**src/rtl/stop_ctrl_pkg.sv**
```systemverilog
// constants, register map and carrier types of the output stop controller
package stop_ctrl_pkg;

  // number of external stop request inputs (0,4,8,9,10,11,12,13,14)
  localparam int            N_IN        = 9;
  localparam int            N_MTU_PAIR  = 6;
  localparam int            N_GPT_PAIR  = 9;

  // register word index (byte address = index * 4)
  localparam logic [5:0]    IDX_IN_BASE = 6'h00;   // input0 at 0x00, input4 at 0x04, next inputs follow
  localparam logic [5:0]    IDX_OCMP    = 6'h09;   // output compare control/status, 0x24
  localparam logic [5:0]    IDX_MISC    = 6'h0A;   // oscillator, comparator, pin state, 0x28
  localparam logic [5:0]    IDX_SWSTOP  = 6'h0B;   // software stop request, 0x2C

  // per-input control/status fields
  localparam int            MODE_LSB    = 0;
  localparam int            SCNT_LSB    = 4;
  localparam int            FLAG_BIT    = 12;
  localparam int            IEN_BIT     = 13;
  localparam logic [15:0]   IN_WR_MASK  = 16'h20FF;  // bits that a write stores directly

  // output compare register fields
  localparam int            OC_MTU_EN   = 0;
  localparam int            OC_GPT_EN   = 1;
  localparam int            OC_IEN      = 2;
  localparam int            OC_MTU_F    = 8;
  localparam int            OC_GPT_F    = 9;
  localparam logic [15:0]   OC_WR_MASK  = 16'h0007;

  // misc register fields
  localparam int            MI_OSC_EN   = 0;
  localparam int            MI_CMP_EN   = 1;
  localparam int            MI_PORT_MD  = 2;
  localparam int            MI_OSC_F    = 8;
  localparam int            MI_CMP_F    = 9;
  localparam logic [15:0]   MI_WR_MASK  = 16'h0007;

  // detection mode encodings
  localparam logic [3:0]    MODE_EDGE   = 4'h0;
  localparam logic [3:0]    MODE_DIV8   = 4'h1;
  localparam logic [3:0]    MODE_DIV16  = 4'h2;
  localparam logic [3:0]    MODE_DIV128 = 4'h3;
  localparam logic [3:0]    MODE_DIV1   = 4'h4;
  localparam logic [3:0]    MODE_DIV2   = 4'h5;
  localparam logic [3:0]    MODE_DIV4   = 4'h6;

  // divider masks: a tick when all masked divider bits are ones
  localparam logic [6:0]    MSK_DIV1    = 7'h00;
  localparam logic [6:0]    MSK_DIV2    = 7'h01;
  localparam logic [6:0]    MSK_DIV4    = 7'h03;
  localparam logic [6:0]    MSK_DIV8    = 7'h07;
  localparam logic [6:0]    MSK_DIV16   = 7'h0F;
  localparam logic [6:0]    MSK_DIV128  = 7'h7F;

  // sampling count select encodings and counts
  localparam logic [3:0]    SCNT_SEL16  = 4'h0;
  localparam logic [3:0]    SCNT_SEL8   = 4'h1;
  localparam logic [3:0]    SCNT_SEL4   = 4'h2;
  localparam logic [4:0]    RUN_16      = 5'h10;
  localparam logic [4:0]    RUN_8       = 5'h08;
  localparam logic [4:0]    RUN_4       = 5'h04;
  localparam logic [4:0]    RUN_ONE     = 5'h01;

  localparam logic [1:0]    RESP_OKAY   = 2'h0;
  localparam logic [1:0]    RESP_SLVERR = 2'h2;

  // active levels of the compared timer output pairs
  typedef struct packed {
    logic [N_MTU_PAIR-1:0] mtu_first;   // 3B,4A,4B,6B,7A,7B
    logic [N_MTU_PAIR-1:0] mtu_second;  // 3D,4C,4D,6D,7C,7D
    logic [N_GPT_PAIR-1:0] gpt_a;       // channels 0,1,2,4,5,6,7,8,9
    logic [N_GPT_PAIR-1:0] gpt_b;
  } pwm_levels_s;

  // whole state of the controller
  typedef struct packed {
    logic [N_IN-1:0][15:0] ictl;
    logic [N_IN-1:0]       prev;
    logic [N_IN-1:0][4:0]  run;
    logic [N_IN-1:0]       arm;
    logic [15:0]           ocmp;
    logic [15:0]           misc;
    logic [3:0]            marm;
    logic                  sw_stop;
    logic [6:0]            div;
    logic                  aw_got;
    logic [7:0]            awaddr;
    logic                  w_got;
    logic [31:0]           wdata;
    logic [3:0]            wstrb;
    logic                  awready;
    logic                  wready;
    logic                  bvalid;
    logic [1:0]            bresp;
    logic                  arready;
    logic                  rvalid;
    logic [31:0]           rdata;
    logic [1:0]            rresp;
    logic                  pin_stop;
    logic                  port_mode;
    logic                  irq_in;
    logic                  irq_out;
  } state_s;

endpackage : stop_ctrl_pkg

```
**src/rtl/port_output_disable_ctrl.sv**
```systemverilog
// output stop controller for timer pwm pins with axi4-lite registers
`timescale 1ns/100ps
module port_output_disable_ctrl
  import stop_ctrl_pkg::*;
(
  // clock and reset
  input  wire logic         aclk,
  input  wire logic         aresetn,
  // axi4-lite write
  input  wire logic         awvalid,
  output logic              awready,
  input  wire logic [7:0]   awaddr,
  input  wire logic [2:0]   awprot,
  input  wire logic         wvalid,
  output logic              wready,
  input  wire logic [31:0]  wdata,
  input  wire logic [3:0]   wstrb,
  output logic              bvalid,
  input  wire logic         bready,
  output logic [1:0]        bresp,
  // axi4-lite read
  input  wire logic         arvalid,
  output logic              arready,
  input  wire logic [7:0]   araddr,
  input  wire logic [2:0]   arprot,
  output logic              rvalid,
  input  wire logic         rready,
  output logic [31:0]       rdata,
  output logic [1:0]        rresp,
  // active-low stop request inputs
  input  wire logic         stop_req_in_0,
  input  wire logic         stop_req_in_4,
  input  wire logic         stop_req_in_8,
  input  wire logic         stop_req_in_9,
  input  wire logic         stop_req_in_10,
  input  wire logic         stop_req_in_11,
  input  wire logic         stop_req_in_12,
  input  wire logic         stop_req_in_13,
  input  wire logic         stop_req_in_14,
  // monitored sources
  input  wire pwm_levels_s  pwm_levels,
  input  wire logic         osc_stopped,
  input  wire logic         analog_comparator,
  // pin control and interrupt requests
  output logic              pin_stop,
  output logic              port_mode,
  output logic              irq_input,
  output logic              irq_output
);

  //////////////////////////////////////////////////////////////////////////////
  // helpers

  // sampling tick of a level mode; prohibited codes never sample
  function automatic logic level_tick(input logic [3:0] mode, input logic [6:0] div);
    logic [6:0] msk;
    logic       ok;
    msk = MSK_DIV1;
    ok  = 1'b1;
    case (mode)
      MODE_DIV1:   msk = MSK_DIV1;
      MODE_DIV2:   msk = MSK_DIV2;
      MODE_DIV4:   msk = MSK_DIV4;
      MODE_DIV8:   msk = MSK_DIV8;
      MODE_DIV16:  msk = MSK_DIV16;
      MODE_DIV128: msk = MSK_DIV128;
      default:     ok  = 1'b0;
    endcase
    return ok && ((div & msk) == msk);
  endfunction : level_tick

  // required run of low samples
  function automatic logic [4:0] run_need(input logic [3:0] sel);
    case (sel)
      SCNT_SEL8: return RUN_8;
      SCNT_SEL4: return RUN_4;
      default:   return RUN_16;
    endcase
  endfunction : run_need

  //////////////////////////////////////////////////////////////////////////////
  // state

  state_s          s_r;
  state_s          s_nxt;
  logic [N_IN-1:0] req_n;
  logic            do_write;
  logic [5:0]      widx;
  logic [5:0]      ridx;
  logic [15:0]     wmask;
  logic [15:0]     wval;
  logic [N_IN-1:0] in_flags;

  assign req_n = {stop_req_in_14, stop_req_in_13, stop_req_in_12, stop_req_in_11, stop_req_in_10,
                  stop_req_in_9, stop_req_in_8, stop_req_in_4, stop_req_in_0};
  assign do_write = s_r.aw_got && s_r.w_got && !s_r.bvalid;
  assign widx     = s_r.awaddr[7:2];
  assign ridx     = araddr[7:2];
  assign wmask    = {{8{s_r.wstrb[1]}}, {8{s_r.wstrb[0]}}};
  assign wval     = s_r.wdata[15:0];

  always_comb begin
    for (int i = 0; i < N_IN; i++) begin
      in_flags[i] = s_r.ictl[i][FLAG_BIT];
    end
  end

  //////////////////////////////////////////////////////////////////////////////
  // next state

  always_comb begin
    logic [4:0] run_inc;
    logic       rd_flag;
    s_nxt   = s_r;
    run_inc = RUN_ONE;
    rd_flag = 1'b0;
    s_nxt.div = s_r.div + 7'h01;

    // per-input detection; a read arms, a write of 0 clears, set wins
    for (int i = 0; i < N_IN; i++) begin
      if (do_write && widx == IDX_IN_BASE + 6'(i)) begin
        s_nxt.ictl[i] = (s_r.ictl[i] & ~(wmask & IN_WR_MASK)) | (wval & wmask & IN_WR_MASK);
        if (s_r.arm[i] && wmask[FLAG_BIT] && !wval[FLAG_BIT]) begin
          s_nxt.ictl[i][FLAG_BIT] = 1'b0;
          s_nxt.arm[i]            = 1'b0;
        end
      end
      s_nxt.prev[i] = req_n[i];
      run_inc = s_r.run[i] + RUN_ONE;  // five bits hold a run of 16 without wrapping
      if (s_r.ictl[i][MODE_LSB+:4] == MODE_EDGE) begin
        s_nxt.run[i] = '0;
        if (s_r.prev[i] && !req_n[i]) begin
          s_nxt.ictl[i][FLAG_BIT] = 1'b1;
        end
      end else if (level_tick(s_r.ictl[i][MODE_LSB+:4], s_r.div)) begin
        if (req_n[i]) begin
          s_nxt.run[i] = '0;
        end else if (run_inc >= run_need(s_r.ictl[i][SCNT_LSB+:4])) begin
          s_nxt.run[i]            = '0;
          s_nxt.ictl[i][FLAG_BIT] = 1'b1;
        end else begin
          s_nxt.run[i] = run_inc;
        end
      end
    end

    // output compare, oscillator, comparator and software stop registers
    if (do_write && widx == IDX_OCMP) begin
      s_nxt.ocmp = (s_r.ocmp & ~(wmask & OC_WR_MASK)) | (wval & wmask & OC_WR_MASK);
      if (s_r.marm[0] && wmask[OC_MTU_F] && !wval[OC_MTU_F]) begin
        s_nxt.ocmp[OC_MTU_F] = 1'b0;
        s_nxt.marm[0]        = 1'b0;
      end
      if (s_r.marm[1] && wmask[OC_GPT_F] && !wval[OC_GPT_F]) begin
        s_nxt.ocmp[OC_GPT_F] = 1'b0;
        s_nxt.marm[1]        = 1'b0;
      end
    end
    if (do_write && widx == IDX_MISC) begin
      s_nxt.misc = (s_r.misc & ~(wmask & MI_WR_MASK)) | (wval & wmask & MI_WR_MASK);
      if (s_r.marm[2] && wmask[MI_OSC_F] && !wval[MI_OSC_F]) begin
        s_nxt.misc[MI_OSC_F] = 1'b0;
        s_nxt.marm[2]        = 1'b0;
      end
      if (s_r.marm[3] && wmask[MI_CMP_F] && !wval[MI_CMP_F]) begin
        s_nxt.misc[MI_CMP_F] = 1'b0;
        s_nxt.marm[3]        = 1'b0;
      end
    end
    if (do_write && widx == IDX_SWSTOP && s_r.wstrb[0]) begin
      s_nxt.sw_stop = s_r.wdata[0];
    end
    // event sets come after the clears so a coincident event survives
    if (s_r.ocmp[OC_MTU_EN] && |(pwm_levels.mtu_first & pwm_levels.mtu_second)) begin
      s_nxt.ocmp[OC_MTU_F] = 1'b1;
    end
    if (s_r.ocmp[OC_GPT_EN] && |(pwm_levels.gpt_a & pwm_levels.gpt_b)) begin
      s_nxt.ocmp[OC_GPT_F] = 1'b1;
    end
    if (s_r.misc[MI_OSC_EN] && osc_stopped) begin
      s_nxt.misc[MI_OSC_F] = 1'b1;
    end
    if (s_r.misc[MI_CMP_EN] && analog_comparator) begin
      s_nxt.misc[MI_CMP_F] = 1'b1;
    end

    // write channel: address and data in either order, response after both
    if (awvalid && s_r.awready) begin
      s_nxt.aw_got = 1'b1;
      s_nxt.awaddr = awaddr;
    end
    if (wvalid && s_r.wready) begin
      s_nxt.w_got = 1'b1;
      s_nxt.wdata = wdata;
      s_nxt.wstrb = wstrb;
    end
    if (do_write) begin
      s_nxt.aw_got = 1'b0;
      s_nxt.w_got  = 1'b0;
      s_nxt.bvalid = 1'b1;
      s_nxt.bresp  = (widx <= IDX_SWSTOP) ? RESP_OKAY : RESP_SLVERR;
    end else if (s_r.bvalid && bready) begin
      s_nxt.bvalid = 1'b0;
    end

    // read channel; a read that shows a flag arms its clear
    if (arvalid && s_r.arready) begin
      s_nxt.rvalid = 1'b1;
      s_nxt.rresp  = RESP_OKAY;
      s_nxt.rdata  = '0;
      if (ridx < IDX_OCMP) begin
        s_nxt.rdata[15:0] = s_r.ictl[ridx[3:0]];
        rd_flag           = s_r.ictl[ridx[3:0]][FLAG_BIT];
        if (rd_flag) begin
          s_nxt.arm[ridx[3:0]] = 1'b1;
        end
      end else if (ridx == IDX_OCMP) begin
        s_nxt.rdata[15:0] = s_r.ocmp;
        s_nxt.marm[1:0]   = s_r.marm[1:0] | {s_r.ocmp[OC_GPT_F], s_r.ocmp[OC_MTU_F]};
      end else if (ridx == IDX_MISC) begin
        s_nxt.rdata[15:0] = s_r.misc;
        s_nxt.marm[3:2]   = s_r.marm[3:2] | {s_r.misc[MI_CMP_F], s_r.misc[MI_OSC_F]};
      end else if (ridx == IDX_SWSTOP) begin
        s_nxt.rdata[0] = s_r.sw_stop;
      end else begin
        s_nxt.rresp = RESP_SLVERR;
      end
    end else if (s_r.rvalid && rready) begin
      s_nxt.rvalid = 1'b0;
    end
    s_nxt.awready = !s_nxt.aw_got && !s_nxt.bvalid;
    s_nxt.wready  = !s_nxt.w_got && !s_nxt.bvalid;
    s_nxt.arready = !s_nxt.rvalid;

    // any latched cause keeps the pins stopped until software clears it
    s_nxt.pin_stop  = (|in_flags) || s_r.ocmp[OC_MTU_F] || s_r.ocmp[OC_GPT_F]
                      || s_r.misc[MI_OSC_F] || s_r.misc[MI_CMP_F] || s_r.sw_stop;
    s_nxt.port_mode = s_r.misc[MI_PORT_MD];
    s_nxt.irq_in = 1'b0;
    for (int i = 0; i < N_IN; i++) begin
      if (s_r.ictl[i][FLAG_BIT] && s_r.ictl[i][IEN_BIT]) begin
        s_nxt.irq_in = 1'b1;
      end
    end
    s_nxt.irq_out = s_r.ocmp[OC_IEN] && (s_r.ocmp[OC_MTU_F] || s_r.ocmp[OC_GPT_F]);
  end

  //////////////////////////////////////////////////////////////////////////////
  // register stage

  always_ff @(posedge aclk) begin
    if (!aresetn) begin
      s_r <= '0;
    end else begin
      s_r <= s_nxt;
    end
  end

  assign awready    = s_r.awready;
  assign wready     = s_r.wready;
  assign bvalid     = s_r.bvalid;
  assign bresp      = s_r.bresp;
  assign arready    = s_r.arready;
  assign rvalid     = s_r.rvalid;
  assign rdata      = s_r.rdata;
  assign rresp      = s_r.rresp;
  assign pin_stop   = s_r.pin_stop;
  assign port_mode  = s_r.port_mode;
  assign irq_input  = s_r.irq_in;
  assign irq_output = s_r.irq_out;
endmodule : port_output_disable_ctrl

```
**config.mk**
```make
export PLATFORM = sky130hd
export DESIGN_NAME = port_output_disable_ctrl
export DESIGN_NICKNAME = d
export VERILOG_FILES = /design/src/rtl/stop_ctrl_pkg.sv /design/src/rtl/port_output_disable_ctrl.sv
export SDC_FILE = /design/constraint.sdc
export NUM_CORES = 1
export LEC_CHECK = 0
export BUFFER_PORTS_ARGS = -buffer_cell sky130_fd_sc_hd__buf_2
export CAP_MARGIN = 25
export CORE_UTILIZATION = 40
export DETAILED_ROUTE_END_ITERATION = 12
export PLACE_DENSITY = 0.63
export SLEW_MARGIN = 20
export SYNTH_ARGS = -nofsm -noshare
export SYNTH_HDL_FRONTEND = slang
export SYNTH_SLANG_ARGS = --single-unit
```
**constraint.sdc**
```tcl
create_clock -name aclk -period 2.3 [get_ports aclk]
set_clock_uncertainty 0.15 [all_clocks]
set_input_delay 0.46 -clock aclk [delete_from_list [all_inputs] [get_ports aclk]]
set_output_delay 0.46 -clock aclk [all_outputs]
set_load 0.03 [all_outputs]
```
* Yosys cells after proc, flatten, opt, wreduce, memory -nomap -nowiden
Cells that the tools add are included.
Word-level totals: flip-flop bits (word level) 326, bits of input ports 106, output and inout port bits 45, word-level logic and storage cells 577
Cells by class: add/sub/neg operators 10, $lt $le $gt $ge 13, equality and inequality tests 95, multiplexer cells 225, bitwise operators 40, reduce and logical (&&, ||, !) cells 139
Operator list (number):
- case mux 7 bit (5 select lines) | 9
- two-way mux 5 bit | 45
- AND 16 bit | 11
- OR 16 x 14 -> 16 bit | 9
- two-way mux 1 bit | 120
- two-way mux 13 bit | 9
- equality test 4 x 2 -> 1 bit, second input constant | 27
- equality test 4 x 3 -> 1 bit, second input constant | 27
- case mux 5 bit (2 select lines) | 9
- logical AND 1 bit | 81
- equality test 4 x 1 -> 1 bit, second input constant | 18
- binary-select mux 16 bit (select 4 bit) | 1
- AND 7 bit | 9
- equality test 7 bit | 9
- two-way mux 7 bit | 9
- OR reduction 6 bit | 10
- two-way mux 16 bit | 3
- adder 5 x 1 -> 5 bit, second input constant | 9
- >= comparator 5 bit | 9
- equality test 6 x 4 -> 1 bit, second input constant | 7
- two-way mux 37 bit | 1
- logical NOT 4 bit | 9
- two-way mux 9 bit | 4
- OR 16 x 3 -> 16 bit | 2
- 28 further kinds | 75

* Depth between registers and ports, before layout
Gate-level depths: netlist of the first run.
word-level depth 13, mapped depth 10, mapped depth without buffers 10

* Worst setup path before layout of the first run
OpenSTA, ideal clock, no wires.
path kind register to register, start point register s_r[283] in the netlist's numbering, end point register s_r[171] in the netlist's numbering, arrival time 2.132 ns, required time 2.063 ns, setup slack -0.069 ns, cell stages (with the launch flop) 8, path buffers 0, cells stage by stage dfxtp_1 or4b_2 ha_1 o21ai_0 a31oi_1 nor3_1 a21boi_0 o31ai_1
On the way: longest elaborated chain between the ends 8
Ends and longest elaborated chain:
- start, declared | line port_output_disable_ctrl.sv:84 | state_s s_r;
- start signal, assigned | line port_output_disable_ctrl.sv:255 | s_r <= s_nxt;
- equality test 4 x 2 -> 1 bit / equality test 4 x 1 -> 1 bit (equally long branches) | line port_output_disable_ctrl.sv:74 | case (sel)
- case mux 5 bit (2 select lines) (*) | line port_output_disable_ctrl.sv:74
- two-way mux 5 bit (*) | line port_output_disable_ctrl.sv:136 | if (req_n[i]) begin
- two-way mux 5 bit (*) | line port_output_disable_ctrl.sv:135 | end else if (level_tick(s_r.ictl[i][MODE_LSB+:4], s_r.div)) begin
- two-way mux 5 bit (*) | line port_output_disable_ctrl.sv:130 | if (s_r.ictl[i][MODE_LSB+:4] == MODE_EDGE) begin
- >= comparator 5 bit (*) | line port_output_disable_ctrl.sv:138 | end else if (run_inc >= run_need(s_r.ictl[i][SCNT_LSB+:4])) begin
- two-way mux 5 bit (*) | line port_output_disable_ctrl.sv:138
- two-way mux 5 bit (*) | line port_output_disable_ctrl.sv:136
Mark *: on every way between the ends. The rest lies on a longest branch, timed or not. The select of a mux whose other input is x is not followed. A chain may end at the register's enable or synchronous reset.

* Final worst setup path of the first run
start point register s_r[314] in the netlist's numbering, end point register s_r[181] in the netlist's numbering
The elaborated chain is that of the path after synthesis.

==> summary.md, run 1 <==
| Metric | Value |
|---|---|
| Status | `complete, no violations` |
| Final layout net count | `1716` |
| Top reg by flops | `s_r` |
| Setup tns final | `0 ns` |
| R2R setup slack | `0.06 ns` |
| Final worst path period share | `97.4%` |
| Main synth FF type | `dfxtp_1` |
| Worst flop-to-flop path startpoint | `s_r[314]$_SDFFE_PN0P_` |
| Hold EP | `s_r[52]$_SDFFE_PN0P_` |
| Initial antenna violation count | `5` |
| CP arrival | `2.59 ns` |
| Post-synth EDFFs | `0` |
| # setup viols final | `0` |
| Dpl cells | `1893` |
| Post-route DRC | `0` |
| Minimum clock period | `2.24 ns` |
| Final Max Slew Viols | `0` |
| Layout area overhead | `26.4%` |
| FILL cells | `2674` |
| TritonRoute pass-1 iters | `5` |
| Placer Congestion | `0.991` |
| Max transition margin | `49.2%` |
| CTS tree | `built` |
| Worst Setup Path Type | `register to register` |
| Port Buf Inserts | `96` |
| Die ar. | `0.0295 mm²` |
| Starting Density | `41.0%` |
| Vias in the first global route | `10167` |
| Leakage | `5.62 nW` |
| R2R cell count | `10` |
| Post-route ant nets | `0` |
| Crit path required time | `2.65 ns` |
| Number of DRC markers after the initial detailed-route iteration | `823` |
| Post-Syn Area per Cell | `8.40 µm²` |
| Syn Std Cell Area | `0.0115 mm²` |
| Largest net degree at the start of global routing | `83` |
| HPWL after detailed placement | `25.3 mm` |
| Clk buf depth | `3` |
| Core ar. | `0.0281 mm²` |
| Die Height | `172 µm` |
| Worst slew pin tran | `0.760 ns` |
| Max reg flops | `187` |
| Hold Startpoint | `wdata[3]` |
| Clk Latency, worst-skew pair | `0.55 ns` |
| CTS root buf | `clkbuf_16` |
| Total Routing Usage GR | `23.5%` |
| Hold Crit Depth | `3` |
| Register bit total from synthesis | `220` |
| Seq/Total Area, Yosys | `38.2%` |
| Routed vias/inst | `5.57` |
| Max-Cap Viols | `0` |
| Pwr dens | `604 mW/mm²` |
| Crit path capture type | `register` |
| Final hold vios | `0` |
| Worst setup SP type | `register` |
| Site Rows | `61` |
| Synthesized instance count | `1372` |
| DR WL/cell | `17.8 µm` |
| Max Freq | `446 MHz` |
| H-tree Lvls | `1` |
| Distinct cell type count after synthesis | `75` |
| DIE WIDTH | `172 µm` |
| Proportion of layout cells with a drive suffix above 1 | `25.2%` |
| Max FO, Critical Path | `3` |
| Layout Cells excl Fill | `1965` |
| Peak supply drop | `420 µV` |
| Boundary Pins | `151` |
| Worst hold path type | `primary input to register` |
| Register clock-pin slew on the reported worst setup and hold paths | `0.06 ns` |
| Congestion Overflow GR | `0` |
| R2R Path End | `s_r[181]$_SDFFE_PP0P_` |
| Num CTS Buffers | `27` |
| Synth warnings | `0` |
| First-pass GRT wire length | `54.5 mm` |
| Drt total wl | `35.0 mm` |
| CTS sink count | `220` |
| Post-synth ARST share | `0%` |
| Via count | `10953` |
==> power breakdown <==
part	internal, mW	switching [mW]	leakage [nW]
sequential	3.86	0.0849	1.79
combinational	0.220	0.363	3.39
clock	2.54	1.73	0.442
total	6.63	2.17	5.62
==> timing repair <==
action,in CTS,in global routing
hold endpoints to repair,13,0
hold buffers,13,0
resized for setup,23,56
cloned,0,0
buffers inserted,1,6
pin swaps,7,24
endpoints found under the setup margin,23,36
==> worst max-delay path, cell delays in order, from the launching register on <==
cell and delay, ns:
dfxtp_2 0.32, buf_6 0.12, nor4b_4 0.29, buf_4 0.16, buf_4 0.11, ha_4 0.19
nand2_1 0.07, a31oi_2 0.10, or3_4 0.39, o21ai_2 0.14, a32o_1 0.16
==> synthesized netlist by cell type (all sizes together) (7+ instances only) <==
master	n	area (µm²)
o22ai	18	113
buf	47	320
nor2	88	338
o21ai	110	551
a31oi	21	131
dfxtp	220	4400
nand4b	7	61.3
nor3	24	125
nand3b	9	67.6
o31ai	13	97.6
xnor2	24	210
nor3b	7	57.6
inv	38	143
mux4	16	360
a211oi	7	52.6
clkbuf	64	240
nor4	15	93.8
nand4	11	68.8
mux2i	44	440
nor2b	18	113
nor4b	10	87.6
o211ai	8	60.1
nand3	76	393
nand2b	26	163
ha	46	576
and2	15	93.8
a21oi	120	601
and3	8	52.6
xor2	8	70.1
a22oi	17	128
or4b	9	90.1
nand2	152	571
or4	7	52.6
==> how the worst max path moves through the flow <==
stage	startpoint	depth (start not counted)	end	slack (ns)
global route	s_r[314]$_SDFFE_PN0P_	10	s_r[181]$_SDFFE_PP0P_	-0.02
detailed placement	s_r[315]$_SDFFE_PN0P_	7	s_r[181]$_SDFFE_PP0P_	-0.09
floorplan	s_r[315]$_SDFFE_PN0P_	7	s_r[181]$_SDFFE_PP0P_	0.02
global placement	s_r[315]$_SDFFE_PN0P_	7	s_r[181]$_SDFFE_PP0P_	-0.08
finish	s_r[314]$_SDFFE_PN0P_	10	s_r[181]$_SDFFE_PP0P_	0.06
CTS	s_r[331]$_SDFFE_PN0P_	7	in_flags[8]$_SDFF_PN0_	0.004
==> cells by family after synthesis <==
family | count (synthesis) | share of synthesized area, %
simple gates | 497 | 22.1
compound gates | 365 | 19.1
flops | 220 | 38.2
buf+inv | 150 | 6.13
mux | 61 | 7.05
fa+ha+maj | 46 | 4.99
xor+xnor | 32 | 2.43
other cells | 1 | 0.0325
==> metal layers <==
metal / part of all wire [%] / vias to the layer above / wire length [µm] / GRT usage, %
met5: 0.037 / - / 13 / 0
met4: 3.4 / 2 / 1180 / 9.85
met3: 6.6 / 85 / 2320 / 3.91
li1: - / 5326 / - / -
met2: 45 / 364 / 15700 / 36.8
met1: 45 / 5176 / 15700 / 32.0
==> area by class of cell <==
| class | count | area [µm²] | share of cell area [%] |
|---|---|---|---|
| clock buffer | 35 | 756 | 5.19 |
| sequential | 220 | 4420 | 30.3 |
| multi-input combinational | 1023 | 6880 | 47.2 |
| clock inverter | 13 | 139 | 0.953 |
| timing repair buffer | 253 | 1750 | 12.0 |
| inverter | 39 | 149 | 1.02 |
| antenna | 4 | 10.0 | 0.0687 |
| tap | 378 | 473 | 3.25 |
==> metrics by stage <==
stage / power (mW) / setup slack, ns / hold WS (ns) / instance area, µm² / utilization, %
2_1_floorplan: 4.36 / 0.0157 / 0.269 / 11600 / -
3_5_place_dp: 4.59 / -0.0924 / 0.300 / 13100 / 46.6
5_1_grt: 9.09 / -0.0163 / 0.00822 / 14600 / 51.9
6_report: 8.80 / 0.0587 / 0.0148 / 14600 / 51.9
3_3_place_gp: 4.58 / -0.0829 / 0.294 / 13100 / 46.6
4_1_cts: 8.88 / 0.00354 / 0.000753 / 14200 / 50.7
==> layout by cell type (no fill, tap or decap), types with 7 or more instances in the layout <==
cell,synthesis,routed
nand3_1,75,73
and2_1,14,14
o31ai_1,13,10
nor3_1,23,20
clkbuf_16,0,27
o211ai_1,8,8
o22ai_1,18,18
dfxtp_2,0,10
xnor2_1,24,19
nand2_1,152,150
clkinv_2,0,7
or4_1,7,7
ha_1,46,39
a22oi_1,17,17
nand4_1,11,11
nor2b_1,18,18
mux4_2,16,16
nor4_1,15,12
a211oi_1,7,7
nand2b_1,26,24
conb_1,1,22
o21ai_0,110,103
nand3b_1,9,9
nand4b_1,7,7
a31oi_1,21,15
buf_2,7,96
a21oi_1,120,118
dlygate4sd3_1,0,13
mux2i_1,44,44
or4b_4,0,8
nor2_1,85,85
inv_1,38,38
buf_4,36,138
dfxtp_1,220,209
Power figures use the tool's default switching activity.
==> run 2, diff against run 1 <==
--- a/config.mk
+++ b/config.mk
@@ -7,9 +7,9 @@
 export LEC_CHECK = 0
 export BUFFER_PORTS_ARGS = -buffer_cell sky130_fd_sc_hd__buf_2
 export CAP_MARGIN = 25
-export CORE_UTILIZATION = 40
+export CORE_UTILIZATION = 30
 export DETAILED_ROUTE_END_ITERATION = 12
-export PLACE_DENSITY = 0.63
+export PLACE_DENSITY = 0.51
 export SLEW_MARGIN = 20
 export SYNTH_ARGS = -nofsm -noshare
 export SYNTH_HDL_FRONTEND = slang
==> run 2 against run 1 <==
- sequential power is essentially flat
- die area up 33%
- first-iteration DRC count shrank 27%
- critical path depth fell by 3
- critical path type unchanged
- critical endpoint is now in_flags[8]$_SDFF_PN0_
- largest power group unchanged
==> summary.md, run 2 (synthesis results as in run 1) <==
| Metric | Value |
|---|---|
| Fin Hold WS | `0.0124 ns (-0.00240 ns)` |
| CTS sink count | `220 (unchanged)` |
| Max Freq | `441 MHz (-1.2%)` |
| Leakage | `5.80 nW (+3.3%)` |
| DR WL/cell | `17.5 µm (-1.5%)` |
| Final Max Slew Viols | `0 (unchanged)` |
| RSZ-0062 raised after global routing | `yes` |
| Most common library cell in the layout ignoring fill and taps | `dfxtp_1` |
| Register area | `0.00443 mm² (+0.14%)` |
| Clk buf depth | `3 (unchanged)` |
| CTS tree | `built` |
| Vias in the first global route | `10462 (+2.9%)` |
| Crit-path cells | `or4b_4, ha_4, o21ai_1, a31oi_2, nor2_1, or4_1, a21oi_1` |
| Worst slew pin tran | `0.829 ns (+0.0684 ns)` |
| # setup viols final | `0 (unchanged)` |
| Register clock-pin slew on the reported worst setup and hold paths | `0.06 ns (about the same)` |
| Via count | `10947 (-0.055%)` |
| Slowest stage delay, CP | `0.56 ns (+0.17 ns)` |
| Initial antenna violation count | `0 (-5)` |
| Crit path required time | `2.62 ns (-0.03 ns)` |
| Worst path slowest cell | `or4b_4` |
| Total Routing Usage GR | `18.8% (-4.7 points)` |
| Port Buf Inserts | `96 (unchanged)` |
| CP arrival | `2.58 ns (about the same)` |
| R2R setup slack | `0.03 ns (-0.03 ns)` |
| First-pass GRT wire length | `58.1 mm (+6.7%)` |
| Final layout net count | `1739 (+1.3%)` |
| Peak supply drop | `508 µV (+21%)` |
| Placer Congestion | `0.880 (-11%)` |
| Die ar. | `0.0392 mm² (+33%)` |
| Num CTS Buffers | `28 (+3.7%)` |
| Routed vias/inst | `5.17 (-7.3%)` |
| Clk Latency, worst-skew pair | `0.56 ns (about the same)` |
| Proportion of layout cells with a drive suffix above 1 | `26.3% (+1.1 points)` |
| Max transition margin | `44.2% (-5.0 points)` |
| Post-route ant nets | `0 (unchanged)` |
| Area taken by multi-input logic gates | `0.00694 mm² (+0.96%)` |
| HPWL after detailed placement | `27.0 mm (+6.5%)` |
| Minimum clock period | `2.27 ns (+0.0267 ns)` |
| Pwr dens | `615 mW/mm² (+1.9%)` |
| Max reg flops | `187 (unchanged)` |
| FILL cells | `3771 (+41%)` |
| Boundary Pins | `151 (unchanged)` |
| CTS root buf | `clkbuf_16` |
| Max FO, Critical Path | `2 (-1)` |
| Post-route DRC | `0 (unchanged)` |
| Setup tns final | `0 ns (unchanged)` |
| DIE WIDTH | `198 µm (+15%)` |
| TritonRoute pass-1 iters | `5 (unchanged)` |
| Crit path capture type | `register` |
| H-tree Lvls | `1 (unchanged)` |
| Number of DRC markers after the initial detailed-route iteration | `601 (-27%)` |
| Site Rows | `71 (+16%)` |
| Layout area overhead | `30.9%` |
| Congestion Overflow GR | `0 (unchanged)` |
| Die Height | `198 µm (+15%)` |
| Ant diodes | `0 (-4)` |
| Max-Cap Viols | `0 (unchanged)` |
| Worst setup SP type | `register` |
| Worst hold path type | `primary input to register` |
| Final hold vios | `0 (unchanged)` |
| Drt total wl | `37.1 mm (+6.2%)` |
| Status | `complete, no violations` |
| Worst Setup Path Type | `register to register` |
| Final worst path period share | `98.6% (+1.2 points)` |
| Top reg by flops | `s_r` |
| Largest net degree at the start of global routing | `98 (+18%)` |
| Most frequent cells in the layout | `206 x dfxtp_1, 155 x buf_4, 150 x nand2_1` |
| Starting Density | `30.5% (-11 points)` |
| Core ar. | `0.0378 mm² (+34%)` |
==> run 2: changes by cell type in the layout (fill, tap and decap cells not counted), moves of 3 or more <==
cell / before / now
buf_4: 138 / 155
bufinv_16: 2 / 5
dfxtp_1: 209 / 206
diode_2: 4 / 0
dlygate4sd3_1: 13 / 16
ha_1: 39 / 36
nor3_1: 20 / 16
nor3_2: 4 / 7
nor4b_4: 1 / 4
o21ai_0: 103 / 98
o21ai_1: 2 / 8
==> run 2: routing by layer <==
layer | wire (µm) | track usage (%)
met1 | 16900 | 26.2
met2 | 17100 | 30.1
met3 | 1950 | 2.18
met4 | 1180 | 6.40
met5 | 0 | 0
==> run 2: final cells by class <==
type,instances,share of cell area (%)
tap,511,4.24
multi-input combinational,1023,46.0
timing repair buffer,275,12.8
sequential,220,29.3
clock buffer,38,5.23
inverter,39,0.987
clock inverter,12,1.33
==> run 2: metrics by stage <==
stage	power (mW)	area [µm²]	cells	setup WS [ns]	util (%)
6_report	9.28	15100	2118	0.0320	40.0
4_1_cts	9.37	14600	2108	0.00269	38.7
3_5_place_dp	4.61	13400	2039	-0.189	35.4
5_1_grt	9.60	15100	2118	-0.0398	40.0
3_3_place_gp	4.61	13400	2039	-0.166	35.4
2_1_floorplan	4.36	11600	1393	0.0157	-
==> run 2: what timing repair did <==
action | 4_1_cts | 5_1_grt
hold endpoints to repair | 16 | 0
pin swaps | 8 | 25
hold buffers | 16 | 0
setup endpoints to repair | 25 | 47
setup buffers | 3 | 10
gates resized for setup | 20 | 78
==> run 2: report_power, final <==
part / internal [mW] / switching [mW] / leakage, nW
logic: 0.238 / 0.374 / 3.53
registers: 3.86 / 0.0795 / 1.79
clock network: 2.95 / 1.78 / 0.489
total: 7.05 / 2.23 / 5.80
==> run 2: path summary, 6_finish.rpt <==
check / cells past startpoint / endpoint / start
worst max-delay path: 7 / in_flags[8]$_SDFF_PN0_ / s_r[332]$_SDFFE_PN0P_
worst min-delay path: 3 / s_r[87]$_SDFFE_PN0P_ / awaddr[5]
worst max register to register: 7 / in_flags[8]$_SDFF_PN0_ / s_r[332]$_SDFFE_PN0P_
worst min register to register: 2 / s_r[45]$_SDFFE_PN0P_ / s_r[45]$_SDFFE_PN0P_
==> run 2: critical path, delay by kind of cell (launching register included) <==
family | cells | cell delay (ns)
AO/OA/AOI/OAI | 3 | 0.37
AND/OR/NAND/NOR | 3 | 1.08
adder cells (fa/ha/maj) | 1 | 0.28
flip-flops | 1 | 0.31
